[config.mk]
export PLATFORM = sky130hd
export DESIGN_NAME = cstp_top
export DESIGN_NICKNAME = d
export VERILOG_FILES = /design/src/logic/cstp_pkg.sv /design/src/logic/cstp_sync.sv /design/src/logic/cstp_top.sv
export SDC_FILE = /design/constraint.sdc
export NUM_CORES = 1
export LEC_CHECK = 0
export BUFFER_PORTS_ARGS = -buffer_cell sky130_fd_sc_hd__buf_4
export CAP_MARGIN = 10
export CORE_ASPECT_RATIO = 1.75
export CORE_MARGIN = 2
export CORE_UTILIZATION = 60
export CTS_CLUSTER_SIZE = 28
export DETAILED_ROUTE_END_ITERATION = 8
export PLACE_DENSITY = 0.79
export SYNTH_ARGS = -nofsm -noshare
export SYNTH_HDL_FRONTEND = slang
export SYNTH_SLANG_ARGS = --single-unit
[constraint.sdc]
create_clock -name clk_sys -period 2.64 [get_ports clk_sys]
set_input_delay 0.132 -clock clk_sys [delete_from_list [all_inputs] [get_ports clk_sys]]
set_output_delay 0.132 -clock clk_sys [all_outputs]
set_load 0.005 [all_outputs]
[src/logic/cstp_pkg.sv]
// Constants shared by the configuration, status and test port
package cstp_pkg;
    localparam int CLK_SYS_PERIOD_NS  = 4;
    localparam int RECONF_MIN_NS      = 320;
    localparam int RECONF_MIN_CYC     = (RECONF_MIN_NS + CLK_SYS_PERIOD_NS - 1) / CLK_SYS_PERIOD_NS;
    localparam int CNT_W              = 16;
    localparam int IR_LEN             = 4;
    localparam int BYPASS_LEN         = 1;
    localparam int USER_W             = 8;
    localparam int CFG_TIME_CYC       = 64;
    localparam logic [IR_LEN-1:0] IR_RESET_VAL   = 4'h1;
    localparam logic [IR_LEN-1:0] IR_CAPTURE_VAL = 4'h1;
    localparam logic [IR_LEN-1:0] INS_BYPASS     = 4'hf;
    localparam logic [IR_LEN-1:0] INS_USERREG    = 4'h8;
    localparam int USERREG_LEN        = 8;
    localparam logic [USERREG_LEN-1:0] USERREG_RESET = 8'h00;

    typedef enum logic [15:0] {
        TAP_RESET      = 16'h0001,
        TAP_IDLE       = 16'h0002,
        TAP_SEL_DR     = 16'h0004,
        TAP_CAP_DR     = 16'h0008,
        TAP_SHIFT_DR   = 16'h0010,
        TAP_EXIT1_DR   = 16'h0020,
        TAP_PAUSE_DR   = 16'h0040,
        TAP_EXIT2_DR   = 16'h0080,
        TAP_UPD_DR     = 16'h0100,
        TAP_SEL_IR     = 16'h0200,
        TAP_CAP_IR     = 16'h0400,
        TAP_SHIFT_IR   = 16'h0800,
        TAP_EXIT1_IR   = 16'h1000,
        TAP_PAUSE_IR   = 16'h2000,
        TAP_EXIT2_IR   = 16'h4000,
        TAP_UPD_IR     = 16'h8000
    } cstp_tap_t;

    typedef enum logic [3:0] {
        CFG_IDLE = 4'h1,
        CFG_LOAD = 4'h2,
        CFG_WAIT = 4'h4,
        CFG_USER = 4'h8
    } cstp_cfg_t;
endpackage

[src/logic/cstp_sync.sv]
// Two-flop synchroniser bank for pin inputs
`timescale 1ns/1ps
module cstp_sync #(
    parameter int W = 1,
    parameter logic [W-1:0] INIT = '0
) (
    input  wire logic         clk_sys,
    input  wire logic         rst_b,
    input  wire logic [W-1:0] d,
    output logic      [W-1:0] q
);
    logic [W-1:0] meta;
    logic [W-1:0] next_meta;
    logic [W-1:0] next_q;

    always_comb begin
        next_meta = d;
        next_q    = meta;
    end

    always_ff @(posedge clk_sys or negedge rst_b) begin
        if (!rst_b) begin
            meta <= INIT;
            q    <= INIT;
        end else begin
            meta <= next_meta;
            q    <= next_q;
        end
    end
endmodule

[src/logic/cstp_top.sv]
// Configuration request, done status and test access port logic
//
// How it works
// - Request low at least minimum width, then rising edge starts a new configuration.
// - Request only restarts configuration; user logic reset stays untouched.
// - Done pin only pulled low, open drain; released once configuration completes.
// - User mode held off while the done pin reads low from outside.
// - Mode select and data input sampled on each test clock rising edge.
// - Serial output changes only after a test clock falling edge.
// - Undriven mode select or data input reads as one.
// - Serial input goes to instruction or selected data register by state.
// - Shift path length equals the selected register length.
// - Serial output disabled whenever no shift is in progress.
// - Dedicated pins keep their function; never offered as user I/O.
// - Unselected multi-function pin serves as an ordinary user I/O.
`timescale 1ns/1ps
module cstp_top
    import cstp_pkg::*;
#(
    parameter int CFG_CYC = CFG_TIME_CYC
) (
    input  wire logic               clk_sys,
    input  wire logic               rst_b,
    input  wire logic               reconf_req_b,
    input  wire logic               config_done_flag_i,
    output logic                    config_done_flag_o,
    output logic                    config_done_flag_oe,
    input  wire logic               tck,
    input  wire logic               tms,
    input  wire logic               tms_oe_ext,
    input  wire logic               tdi,
    input  wire logic               tdi_oe_ext,
    output logic                    tdo,
    output logic                    tdo_oe,
    input  wire logic               alt_func_sel,
    input  wire logic               alt_func_out,
    output logic                    alt_func_in,
    input  wire logic               user_io_pin_i,
    output logic                    user_io_pin_o,
    output logic                    user_io_pin_oe,
    input  wire logic               user_out,
    input  wire logic               user_oe,
    output logic                    user_in,
    output logic                    user_mode,
    output logic                    cfg_busy,
    output logic [USERREG_LEN-1:0]  user_reg
);
    import cstp_pkg::*;

    ////////////////////////////////////////////////////////////////////////
    // Pin synchronisers; pull-ups modelled by the undriven flags
    logic [5:0] pin_raw;
    logic [5:0] pin_s;
    logic       req_s, done_s, tck_s, tms_s, tdi_s, uio_s;

    assign pin_raw = {user_io_pin_i,
                      tdi_oe_ext ? tdi : 1'b1,
                      tms_oe_ext ? tms : 1'b1,
                      tck, config_done_flag_i, reconf_req_b};

    // Test clock resets low like its idle pin, so no false edge follows reset
    cstp_sync #(.W(6), .INIT(6'h3b)) u_sync (
        .clk_sys (clk_sys),
        .rst_b   (rst_b),
        .d       (pin_raw),
        .q       (pin_s)
    );
    assign {uio_s, tdi_s, tms_s, tck_s, done_s, req_s} = pin_s;

    ////////////////////////////////////////////////////////////////////////
    // Configuration sequencer
    cstp_cfg_t          cfg_st, next_cfg_st;
    logic [CNT_W-1:0]   low_cnt, next_low_cnt;
    logic [CNT_W-1:0]   cfg_cnt, next_cfg_cnt;
    logic               req_d, next_req_d;
    logic               req_armed, next_req_armed;
    logic               restart;

    // Restart needs a qualified low pulse followed by its rising edge
    assign restart = req_s && !req_d && req_armed;

    always_comb begin
        next_req_d     = req_s;
        next_low_cnt   = low_cnt;
        next_req_armed = req_armed;
        next_cfg_st    = cfg_st;
        next_cfg_cnt   = cfg_cnt;
        if (!req_s) begin
            if (low_cnt != CNT_W'(RECONF_MIN_CYC))
                next_low_cnt = low_cnt + 1'b1;
            if (low_cnt >= CNT_W'(RECONF_MIN_CYC - 1))
                next_req_armed = 1'b1;
        end else begin
            next_low_cnt   = '0;
            next_req_armed = 1'b0;
        end
        case (cfg_st)
            CFG_IDLE: begin
                next_cfg_st  = CFG_LOAD;
                next_cfg_cnt = '0;
            end
            CFG_LOAD: begin
                if (cfg_cnt == CNT_W'(CFG_CYC - 1))
                    next_cfg_st = CFG_WAIT;
                else
                    next_cfg_cnt = cfg_cnt + 1'b1;
            end
            CFG_WAIT: begin
                if (done_s)
                    next_cfg_st = CFG_USER;
            end
            CFG_USER: begin
                if (!done_s)
                    next_cfg_st = CFG_WAIT;
            end
            default: next_cfg_st = CFG_IDLE;
        endcase
        if (restart) begin
            next_cfg_st  = CFG_LOAD;
            next_cfg_cnt = '0;
        end
    end

    always_ff @(posedge clk_sys or negedge rst_b) begin
        if (!rst_b) begin
            cfg_st    <= CFG_IDLE;
            cfg_cnt   <= '0;
            low_cnt   <= '0;
            req_d     <= 1'b1;
            req_armed <= 1'b0;
        end else begin
            cfg_st    <= next_cfg_st;
            cfg_cnt   <= next_cfg_cnt;
            low_cnt   <= next_low_cnt;
            req_d     <= next_req_d;
            req_armed <= next_req_armed;
        end
    end

    // Open drain: data always low, only the enable moves
    assign config_done_flag_o  = 1'b0;
    assign config_done_flag_oe = (cfg_st == CFG_IDLE) || (cfg_st == CFG_LOAD);
    assign cfg_busy            = config_done_flag_oe;
    // Plain status; the 12 us settle is the system's duty
    assign user_mode           = (cfg_st == CFG_USER);

    ////////////////////////////////////////////////////////////////////////
    // Multi-function pin muxing; dedicated pins have no user path
    assign user_io_pin_o  = alt_func_sel ? alt_func_out : user_out;
    assign user_io_pin_oe = alt_func_sel ? 1'b1 : user_oe;
    assign user_in        = alt_func_sel ? 1'b0 : uio_s;
    assign alt_func_in    = alt_func_sel ? uio_s : 1'b0;

    ////////////////////////////////////////////////////////////////////////
    // Test access port, stepped on edges of the sampled test clock
    cstp_tap_t                tap_st, next_tap_st;
    logic                     tck_d, next_tck_d;
    logic                     tck_rise, tck_fall;
    logic [IR_LEN-1:0]        ir_sh, next_ir_sh, ir, next_ir;
    logic [USERREG_LEN-1:0]   ur_sh, next_ur_sh, ur, next_ur;
    logic                     byp, next_byp;
    logic                     next_tdo, next_tdo_oe;

    assign tck_rise = tck_s && !tck_d;
    assign tck_fall = !tck_s && tck_d;

    function automatic cstp_tap_t tap_step(input cstp_tap_t s, input logic m);
        case (s)
            TAP_RESET:    tap_step = m ? TAP_RESET    : TAP_IDLE;
            TAP_IDLE:     tap_step = m ? TAP_SEL_DR   : TAP_IDLE;
            TAP_SEL_DR:   tap_step = m ? TAP_SEL_IR   : TAP_CAP_DR;
            TAP_CAP_DR:   tap_step = m ? TAP_EXIT1_DR : TAP_SHIFT_DR;
            TAP_SHIFT_DR: tap_step = m ? TAP_EXIT1_DR : TAP_SHIFT_DR;
            TAP_EXIT1_DR: tap_step = m ? TAP_UPD_DR   : TAP_PAUSE_DR;
            TAP_PAUSE_DR: tap_step = m ? TAP_EXIT2_DR : TAP_PAUSE_DR;
            TAP_EXIT2_DR: tap_step = m ? TAP_UPD_DR   : TAP_SHIFT_DR;
            TAP_UPD_DR:   tap_step = m ? TAP_SEL_DR   : TAP_IDLE;
            TAP_SEL_IR:   tap_step = m ? TAP_RESET    : TAP_CAP_IR;
            TAP_CAP_IR:   tap_step = m ? TAP_EXIT1_IR : TAP_SHIFT_IR;
            TAP_SHIFT_IR: tap_step = m ? TAP_EXIT1_IR : TAP_SHIFT_IR;
            TAP_EXIT1_IR: tap_step = m ? TAP_UPD_IR   : TAP_PAUSE_IR;
            TAP_PAUSE_IR: tap_step = m ? TAP_EXIT2_IR : TAP_PAUSE_IR;
            TAP_EXIT2_IR: tap_step = m ? TAP_UPD_IR   : TAP_SHIFT_IR;
            TAP_UPD_IR:   tap_step = m ? TAP_SEL_DR   : TAP_IDLE;
            default:      tap_step = TAP_RESET;
        endcase
    endfunction

    always_comb begin
        next_tck_d  = tck_s;
        next_tap_st = tap_st;
        next_ir_sh  = ir_sh;
        next_ir     = ir;
        next_ur_sh  = ur_sh;
        next_ur     = ur;
        next_byp    = byp;
        next_tdo    = tdo;
        next_tdo_oe = tdo_oe;
        if (tck_rise) begin
            next_tap_st = tap_step(tap_st, tms_s);
            case (tap_st)
                TAP_RESET:    next_ir    = IR_RESET_VAL;
                TAP_CAP_IR:   next_ir_sh = IR_CAPTURE_VAL;
                TAP_SHIFT_IR: next_ir_sh = {tdi_s, ir_sh[IR_LEN-1:1]};
                TAP_UPD_IR:   next_ir    = ir_sh;
                TAP_CAP_DR: begin
                    next_byp   = 1'b0;
                    next_ur_sh = ur;
                end
                TAP_SHIFT_DR: begin
                    if (ir == INS_USERREG)
                        next_ur_sh = {tdi_s, ur_sh[USERREG_LEN-1:1]};
                    else
                        next_byp = tdi_s;
                end
                TAP_UPD_DR: begin
                    if (ir == INS_USERREG)
                        next_ur = ur_sh;
                end
                default: ;
            endcase
        end
        // Output moves only on the falling edge, half a cycle before sampling
        if (tck_fall) begin
            next_tdo_oe = (tap_st == TAP_SHIFT_IR) || (tap_st == TAP_SHIFT_DR);
            if (tap_st == TAP_SHIFT_IR)
                next_tdo = ir_sh[0];
            else if (ir == INS_USERREG)
                next_tdo = ur_sh[0];
            else
                next_tdo = byp;
        end
    end

    // Test logic resets from the system reset rst_b, and the TAP_RESET state reloads ir; the request pin never clears it
    always_ff @(posedge clk_sys or negedge rst_b) begin
        if (!rst_b) begin
            tck_d  <= 1'b0;
            tap_st <= TAP_RESET;
            ir_sh  <= '0;
            ir     <= IR_RESET_VAL;
            ur_sh  <= '0;
            ur     <= USERREG_RESET;
            byp    <= 1'b0;
            tdo    <= 1'b0;
            tdo_oe <= 1'b0;
        end else begin
            tck_d  <= next_tck_d;
            tap_st <= next_tap_st;
            ir_sh  <= next_ir_sh;
            ir     <= next_ir;
            ur_sh  <= next_ur_sh;
            ur     <= next_ur;
            byp    <= next_byp;
            tdo    <= next_tdo;
            tdo_oe <= next_tdo_oe;
        end
    end

    assign user_reg = ur;

    ////////////////////////////////////////////////////////////////////////
    // Checks
    chk_done_open_drain: assert property (@(posedge clk_sys) disable iff (!rst_b)
        config_done_flag_o == 1'b0) else $error("done pin driven high");
    chk_user_needs_done: assert property (@(posedge clk_sys) disable iff (!rst_b)
        user_mode |-> $past(done_s)) else $error("user mode with done low");
    chk_done_low_exit: assert property (@(posedge clk_sys) disable iff (!rst_b)
        (user_mode && !done_s) |=> !user_mode) else $error("user mode kept");
    chk_restart_drives: assert property (@(posedge clk_sys) disable iff (!rst_b)
        restart |=> config_done_flag_oe && !user_mode) else $error("restart ignored");
    chk_short_pulse: assert property (@(posedge clk_sys) disable iff (!rst_b)
        (req_s && !req_d && low_cnt < CNT_W'(RECONF_MIN_CYC - 1)) |-> !restart)
        else $error("short pulse restarted");
    chk_tdo_fall_only: assert property (@(posedge clk_sys) disable iff (!rst_b)
        !$past(tck_fall) |-> $stable(tdo)) else $error("tdo moved off falling edge");
    chk_tdo_oe_idle: assert property (@(posedge clk_sys) disable iff (!rst_b)
        ($past(tck_fall) && $past(tap_st) == TAP_IDLE) |-> !tdo_oe) else $error("tdo driven idle");
    chk_tap_reset_tms: assert property (@(posedge clk_sys) disable iff (!rst_b)
        (tck_rise && tms_s && tap_st == TAP_SEL_IR) |=> tap_st == TAP_RESET)
        else $error("tap reset path wrong");
    chk_tap_sample: assert property (@(posedge clk_sys) disable iff (!rst_b)
        !tck_rise |=> $stable(tap_st)) else $error("tap moved without rising edge");
    chk_ir_shift: assert property (@(posedge clk_sys) disable iff (!rst_b)
        (tck_rise && tap_st == TAP_SHIFT_IR) |=> ir_sh[IR_LEN-1] == $past(tdi_s))
        else $error("ir shift wrong");
    chk_dr_shift: assert property (@(posedge clk_sys) disable iff (!rst_b)
        (tck_rise && tap_st == TAP_SHIFT_DR && ir == INS_USERREG) |=> ur_sh[USERREG_LEN-1] == $past(tdi_s))
        else $error("user register shift wrong");
    chk_bypass_capture: assert property (@(posedge clk_sys) disable iff (!rst_b)
        (tck_rise && tap_st == TAP_CAP_DR) |=> !byp) else $error("bypass capture wrong");
    chk_ir_update: assert property (@(posedge clk_sys) disable iff (!rst_b)
        (tck_rise && tap_st == TAP_UPD_IR) |=> ir == $past(ir_sh))
        else $error("instruction update wrong");
    chk_tdo_oe_shift: assert property (@(posedge clk_sys) disable iff (!rst_b)
        ($past(tck_fall) && ($past(tap_st) == TAP_SHIFT_IR || $past(tap_st) == TAP_SHIFT_DR)) |-> tdo_oe)
        else $error("tdo not driven in shift");
    chk_tdo_oe_fall: assert property (@(posedge clk_sys) disable iff (!rst_b)
        !$past(tck_fall) |-> $stable(tdo_oe)) else $error("tdo enable moved off falling edge");
    chk_restart_keeps_user: assert property (@(posedge clk_sys) disable iff (!rst_b)
        (restart && !tck_rise) |=> $stable(ur)) else $error("restart touched user register");
endmodule

==> flow_summary.toml, run 1 <==
[clocking]
path_clk_slew_ns = 0.07
clockBufferDepth = 2
cts_resized = 0
cts_buffers = 9
cts_root_buf = "clkbuf_16"
cts_hold_buffers = 8
clkSinkCount = 94
cts_tree = "done"
postCtsSetupRepairBufs = 0
h-tree-depth = 3
clkLatencyLatePin_ns = 0.35

[die]
coreArea_um2 = 7860
dieHeight_um = 122
start_util = 0.610
fp.dieW_um = 71.6
rows = 43
ioPinCount = 32
die_area_um2 = 8750

[power_and_ir_drop]
p_leak_nw = 2.37
p_per_area_nw_per_um2 = 571
ir_drop_mv = 0.597

[timing]
final.setup.tns_ns = 0
slew_headroom = 0.620
hold_slack_ns = 0.00631
min_period_ns = 2.31
worstMarginPinSlew_ns = 0.565
skew_ns = 0.00847
setup_viol = 0
grt_setup_unrepaired = "no"
finalCritPeriodShare = 0.876
slew_violations = 0
hold_viol_final = 0
max_freq_ghz = 0.432

[critical_path]
critical_path_class = "register to register"
reg2reg_from = "tap_st[14]"
path_cells = "nor4_4, nand4_2, nor4_4, mux2_2"
cp-endpoint = "user_reg[0]"
cpPeakStageDelay_ns = 0.58
cp-start-kind = "register"
reg2reg_depth = 4
reg2reg_to = "user_reg[0]"
critPathRequiredTime_ns = 2.87
critical-path-top-delay-family = "simple AND/OR/NAND/NOR gates"
critPathSlowestCell = "nor4_4"
endpoint_kind = "register"
path_buf_inv = 0
critical_path_cell_count = 4
r2r_slack_ns = 0.33
crit_top_cell = "nor4_4"
cp-startpoint = "tap_st[14]"
cp_max_fo = 8
arrival_ns = 2.54

[min_path]
min_path_cells = 2
hold_class = "primary input to register"

[cells_and_area]
drive_gt1_frac = 0.216
antenna_cells = 0
stdcell_area_um2 = 5420
fin_util = 0.690
fin_nets = 498
area.growth.synth_to_final_pct = 13.1
reg_top3 = "cfg_cnt (16), low_cnt (16), tap_st (16)"

[global_routing]
grt_use_total = 0.247
grt_antenna_before_repair = 0
gr-total-overflow = 0
grt_pass1_vias = 3676
grt_max_degree = 95
grt_pass1_wl_um = 16900

[run_status]
status = "finished, final reports clean"

[logic_synthesis]
synthFlopType = "dfrtp_1"
syn_avg_cell_area_um2 = 10.6
ys_types = 63
synth_nets = 469
ys_async_sr_fraction = 1.00
synth_edf_count = 0
synthesis.area_um2 = 4790
ys_warn_count = 0
ys_ff_latch = 94
syn_inst = 452
yosysSeqAreaShare = 0.494

[job]
cap_violations = 0

[place]
port_buffers = 30
place.gp.congestion = 0.903
place_area_um2 = 5050
dp_hpwl_um = 7120

[drt]
vias_per_cell = 6.13
vias = 3531
routedWlPerCell_um = 17.6
ant_nets = 0
firstDrtPassIters = 4
drt-total-wl_um = 10200
remaining_drc_errors = 0
drtIter0Drc = 170
[power breakdown]
group / switching, mW / internal (mW)
Sequential: 0.0525 / 1.48
Clock: 0.592 / 0.658
Combinational: 0.177 / 0.130
[Yosys cell counts (3+ instances only)]
master,n,share of area
dfrtp_1,80,0.42
nor2_1,40,0.031
nand2_1,31,0.024
o21ai_0,25,0.026
mux2_2,17,0.040
xnor2_1,17,0.031
inv_1,16,0.013
clkbuf_1,15,0.012
nand4_1,15,0.020
dfstp_2,14,0.077
nand3_1,13,0.014
a21oi_1,10,0.010
nand2b_1,10,0.013
a22o_1,9,0.016
xor2_1,9,0.016
mux2_4,8,0.025
nor3_1,8,0.0084
a31oi_1,7,0.0091
nor2b_1,7,0.0091
or3_1,7,0.0091
and4_1,6,0.011
nor4_1,6,0.0078
buf_2,5,0.0052
a21o_1,4,0.0063
mux2i_1,4,0.0084
nor4_4,4,0.018
a211oi_1,3,0.0047
and2_1,3,0.0039
and3_1,3,0.0039
buf_6,3,0.0070
ha_1,3,0.0078
nor4b_1,3,0.0055
o31ai_1,3,0.0047
or4_1,3,0.0047
or4b_1,3,0.0063
[worst min-delay path by stage]
stage / start / to / slack (ns)
3_5_place_dp: rst_b / ir[2] / 0.22
2_1_floorplan: rst_b / byp / -0.16
4_1_cts: tdi / u_sync.meta[4] / 0.002
5_1_grt: tdi / u_sync.meta[4] / 0.02
6_report: tdi / u_sync.meta[4] / 0.006
3_3_place_gp: rst_b / tap_st[1] / 0.22
[per-layer routing]
layer	part of all wire	track usage	up-vias
met5	0	0	-
met4	0.029	0.121	0
met3	0.022	0.0427	25
met2	0.56	0.454	46
met1	0.39	0.268	1782
li1	-	-	1678
[metrics by stage]
step	power, mW	worst slack (ns)	std cells
2_1_floorplan	1.75	0.588	452
6_report	3.09	0.327	576
3_5_place_dp	1.86	0.309	552
4_1_cts	3.12	0.314	576
5_1_grt	3.21	0.183	576
3_3_place_gp	1.85	0.398	552
[placed cells by master (no fill, tap or decap), types with 4 or more instances in the layout]
master and n:
xor2_1 9, clkbuf_16 9, nand3_1 13, xnor2_1 17, nor4_1 6, a21o_1 4, a31oi_1 7, dfstp_2 14
dlygate4sd3_1 8, dfrtp_1 80, or3_1 7, nand4_1 15, mux2_2 17, and4_1 6, o21ai_0 25, mux2i_1 4
inv_1 16, nor2_1 40, nor2b_1 7, nand2_1 31, a22o_1 9, mux2_4 8, nor4_4 4, nor3_1 8
a21oi_1 10, nand2b_1 10, buf_4 34
[area by class of cell]
class	instances	area [um^2]
clock buffers	9	225
inverters	16	60.1
multi-input cells	317	2230
clock inverters	7	66.3
flip-flops and latches	94	2370
fillers	584	2430
repair buffers	43	355
well taps	90	113
[logic make-up after synthesis]
kind of cell             after synthesis  share of synthesized area
other                                  1                   0.000782
multiplexers                          31                     0.0780
AO/OA/AOI/OAI                         77                      0.105
buffers and inverters                 41                     0.0397
AND/OR/NAND/NOR                      179                      0.227
XOR/XNOR                              26                     0.0475
flip-flops                            94                      0.494
adder cells (fa/ha/maj)                3                    0.00783
Power figures use the tool's default switching activity.
==> run 2: changes to the inputs <==
- BUFFER_PORTS_ARGS: -buffer_cell sky130_fd_sc_hd__buf_4 -> -buffer_cell sky130_fd_sc_hd__buf_2
- CORE_MARGIN: 2 -> unset
==> flow_summary.toml, run 2 (synthesis gave the netlist of run 1 again) <==
[drt]
vias = 3509
ant_nets = 0
drtIter0Drc = 167
routedWlPerCell_um = 16.4
remaining_drc_errors = 0
drt-total-wl_um = 9410
vias_per_cell = 6.10
firstDrtPassIters = 4

[die]
coreArea_um2 = 7670
rows = 42
dieHeight_um = 120
ioPinCount = 32
die_area_um2 = 8360
start_util = 0.625
fp.dieW_um = 69.6

[timing]
max_freq_ghz = 0.438
slew_headroom = 0.587
setup_viol = 0
skew_ns = 0.00582
hold_slack_ns = 0.327
min_period_ns = 2.29
final.setup.worst_slack_ns = 0.354
worstMarginPinSlew_ns = 0.616
finalCritPeriodShare = 0.866
final.setup.tns_ns = 0
grt_setup_unrepaired = "no"
hold_viol_final = 0
slew_violations = 0

[critical_path]
cp-endpoint = "user_reg[5]"
critPathSlowestCell = "nor4_4"
path_buf_inv = 0
critPathRequiredTime_ns = 2.87
critical-path-top-delay-family = "simple AND/OR/NAND/NOR gates"
crit_top_cell = "nor4_4"
critical_path_class = "register to register"
r2r_slack_ns = 0.35
cp-start-kind = "register"
cpPeakStageDelay_ns = 0.60
reg2reg_from = "tap_st[14]"
critical_path_cell_count = 4
cp_max_fo = 8
reg2reg_depth = 4
reg2reg_to = "user_reg[5]"
arrival_ns = 2.51
path_cells = "nor4_4, nand4_2, nor4_4, mux2_2"
endpoint_kind = "register"
cp-startpoint = "tap_st[14]"

[cells_and_area]
layout_common_cells = "dfrtp_1 (80), nor2_1 (40), nand2_1 (31)"
multi_input_area_um2 = 2230
fin_nets = 499
reg_top3 = "cfg_cnt (16), low_cnt (16), tap_st (16)"
fillCellCount = 569
drive_gt1_frac = 0.214
area.growth.synth_to_final_pct = 12.7
antenna_cells = 0
fin_util = 0.704
seq_area_um2 = 2370
layout_commonest_cell = "dfrtp_1"

[global_routing]
grt_use_total = 0.249
grt_max_degree = 50
grt_pass1_vias = 3540
gr-total-overflow = 0
grt_antenna_before_repair = 0
grt_pass1_wl_um = 16400

[power_and_ir_drop]
p_per_area_nw_per_um2 = 611
p_seq_frac = 0.464
p_clk_frac = 0.443
p_int_mw = 2.53
p_leak_nw = 2.39
combPwrFrac = 0.093
power.total_mw = 3.30
p_switching_uw = 770
ir_drop_mv = 0.527
switching_share = 0.233

[clocking]
cts_tree = "done"
clkSinkCount = 94
clkLatencyLatePin_ns = 0.35
cts_root_buf = "clkbuf_16"
clockBufferDepth = 2
cts_buffers = 9
h-tree-depth = 3
path_clk_slew_ns = 0.06

[job]
cap_violations = 0

[place]
place_ws_ns = 0.366
dp_hpwl_um = 6460
place.gp.congestion = 0.859
port_buffers = 30

[run_status]
status = "finished, final reports clean"

[min_path]
hold_class = "primary input to async pin"
## run 2: cell count changes in the layout (fill, tap and decap cells not counted), moves of 2 or more
cell,delta
buf_2,+29
buf_4,-29
bufinv_16,+3
clkinv_2,+2
clkinvlp_4,-2
inv_6,-2
## run 2: worst register-to-register path, stage by stage (launching register included)
cell	delay [ns]
dfrtp_1	0.48
nor4_4	0.49
nand4_2	0.20
nor4_4	0.60
mux2_2	0.40
## run 2: worst min path at each step
stage,slack [ns],to,from
after floorplan,-0.16,byp,rst_b
after global placement,0.18,tap_st[9],rst_b
final,0.33,tap_st[2],rst_b
after CTS,0.35,u_sync.q[2],u_sync.meta[2]
after detailed placement,0.19,tap_st[8],rst_b
after global routing,0.36,u_sync.q[2],u_sync.meta[2]
## run 2: power by group through the flow
stage	Combinational, mW	Clock, mW	Sequential [mW]
detailed placement	0.297	0	1.56
global route	0.341	1.54	1.54
global placement	0.290	0	1.56
finish	0.307	1.46	1.53
CTS	0.308	1.49	1.53
floorplan	0.229	0	1.53
## run 2: timing repair
action / CTS / global route
setup buffers: 0 / 0
setup endpoints to repair: 0 / 0
hold endpoints to repair: 43 / 0
resized for setup: 0 / 0
hold buffers: 9 / 0
## run 2: per-stage QoR
step | area [um^2] | std cells
after global placement | 4980 | 550
after CTS | 5400 | 575
after floorplan | 4790 | 452
after detailed placement | 4980 | 550
after global routing | 5400 | 575
final | 5400 | 575
## run 2: per-layer routing
| metal | wire length, um | GRT usage | up-vias | part of all wire |
|---|---|---|---|---|
| met3 | 321 | 0.0475 | 22 | 0.034 |
| met2 | 5050 | 0.433 | 72 | 0.54 |
| met1 | 3810 | 0.292 | 1739 | 0.40 |
| li1 | - | - | 1676 | - |
| met5 | 0 | 0 | - | 0 |
| met4 | 231 | 0.125 | 0 | 0.025 |
## run 2: area by class of cell
class / instances / share of cell area
flip-flops and latches: 94 / 0.439
inverters: 16 / 0.0111
clock buffers: 10 / 0.0424
repair buffers: 44 / 0.0542
multi-input cells: 317 / 0.413
clock inverters: 6 / 0.0201
well taps: 88 / 0.0204
==> run 3: changes to the inputs <==
- CORE_MARGIN: unset -> 8
==> flow_summary.toml, run 3 (synthesis gave the netlist of run 1 again) <==
[critical_path]
crit_top_cell = "nor4_4"
critPathRequiredTime_ns = 2.86
cp-start-kind = "register"
critical_path_class = "register to register"
cpPeakStageDelay_ns = 0.60
r2r_slack_ns = 0.36
cp_max_fo = 8
path_cells = "nor4_4, nand4_2, nor4_4, mux2_2"
arrival_ns = 2.50
path_buf_inv = 0
critical-path-top-delay-family = "simple AND/OR/NAND/NOR gates"
critPathSlowestCell = "nor4_4"
endpoint_kind = "register"

[drt]
drt-total-wl_um = 9690
firstDrtPassIters = 4
remaining_drc_errors = 0
ant_nets = 0
drtIter0Drc = 125
vias_per_cell = 6.05
routedWlPerCell_um = 16.7
vias = 3502

[global_routing]
grt_max_degree = 57
gr-total-overflow = 0
grt_use_total = 0.178
grt_antenna_before_repair = 0
grt_pass1_wl_um = 16500
grt_pass1_vias = 3555

[cells_and_area]
stdcell_area_um2 = 5440
layout_common_cells = "dfrtp_1 (80), nor2_1 (40), nand2_1 (31)"
drive_gt1_frac = 0.219
antenna_cells = 0
reg_top3 = "cfg_cnt (16), low_cnt (16), tap_st (16)"
area.growth.synth_to_final_pct = 13.5
layout_commonest_cell = "dfrtp_1"
fin_nets = 501

[timing]
setup_viol = 0
slew_violations = 0
hold_slack_ns = 0.354
finalCritPeriodShare = 0.863
worstMarginPinSlew_ns = 0.710
final.setup.tns_ns = 0
max_freq_ghz = 0.439
grt_setup_unrepaired = "no"
min_period_ns = 2.28
skew_ns = 0.00618
hold_viol_final = 0
final.setup.worst_slack_ns = 0.362
slew_headroom = 0.527

[die]
die_area_um2 = 11200
start_util = 0.610
dieHeight_um = 134
rows = 43
ioPinCount = 32
coreArea_um2 = 7860
fp.dieW_um = 83.6

[clocking]
cts_hold_buffers = 9
cts_resized = 0
postCtsSetupRepairBufs = 0
clockBufferDepth = 2
cts_root_buf = "clkbuf_16"
cts_tree = "done"
h-tree-depth = 3
cts_buffers = 9
clkLatencyLatePin_ns = 0.34
clkSinkCount = 94
path_clk_slew_ns = 0.07

[place]
place.gp.congestion = 0.846
port_buffers = 30
dp_hpwl_um = 6860
place_ws_ns = 0.352
place_area_um2 = 4990

[run_status]
status = "finished, final reports clean"

[min_path]
hold_class = "register to register"

[power_and_ir_drop]
p_leak_nw = 2.40
p_per_area_nw_per_um2 = 613
ir_drop_mv = 0.649

[job]
cap_violations = 0
[run 3: changes by cell type in the layout (fill, tap and decap cells not counted), sizes merged]
| cell | change |
|---|---|
| buf | +2 |
| clkbuf | +1 |
| clkinv | -2 |
| clkinvlp | +2 |
| inv | -1 |
[run 3: where the power goes]
part	internal, mW	switching (mW)
sequential	1.48	0.0494
clock	0.976	0.524
combinational	0.126	0.177
[run 3: final timing paths]
kind | start | to | depth (start not counted)
worst max register to register | tap_st[14] | user_reg[2] | 4
min in group asynchronous | rst_b | ir[1] | 2
worst min register to register | u_sync.meta[1] | u_sync.q[1] | 0
worst max-delay path | tap_st[14] | user_reg[2] | 4
worst min-delay path | u_sync.meta[1] | u_sync.q[1] | 0
max in group asynchronous | rst_b | tap_st[0] | 3
[run 3: cell type report]
type / instances / area [um^2]
clock buffer: 11 / 253
clock inverter: 5 / 105
fill: 584 / 2410
inverter: 16 / 60.1
multi-input combinational: 317 / 2230
sequential: 94 / 2370
tap: 90 / 113
timing repair buffer: 46 / 308
[run 3: metal layers]
layer  part of all wire  GRT usage
met1               0.39      0.190
met2               0.56      0.327
met3              0.025     0.0346
met4              0.022     0.0772
met5                  0          0
[run 3: stage by stage]
step                      total power [mW]   util  instances
final                                 3.34  0.693        579
after global routing                  3.45  0.693        579
after CTS                             3.36  0.693        579
after detailed placement              1.85  0.636        554
after global placement                1.84  0.636        554
after floorplan                       1.75      -        452
[run 3: worst register-to-register path, cell delays in order (launching register included)]
cell and delay, ns:
dfrtp_1 0.48, nor4_4 0.48, nand4_2 0.19, nor4_4 0.60, mux2_2 0.41
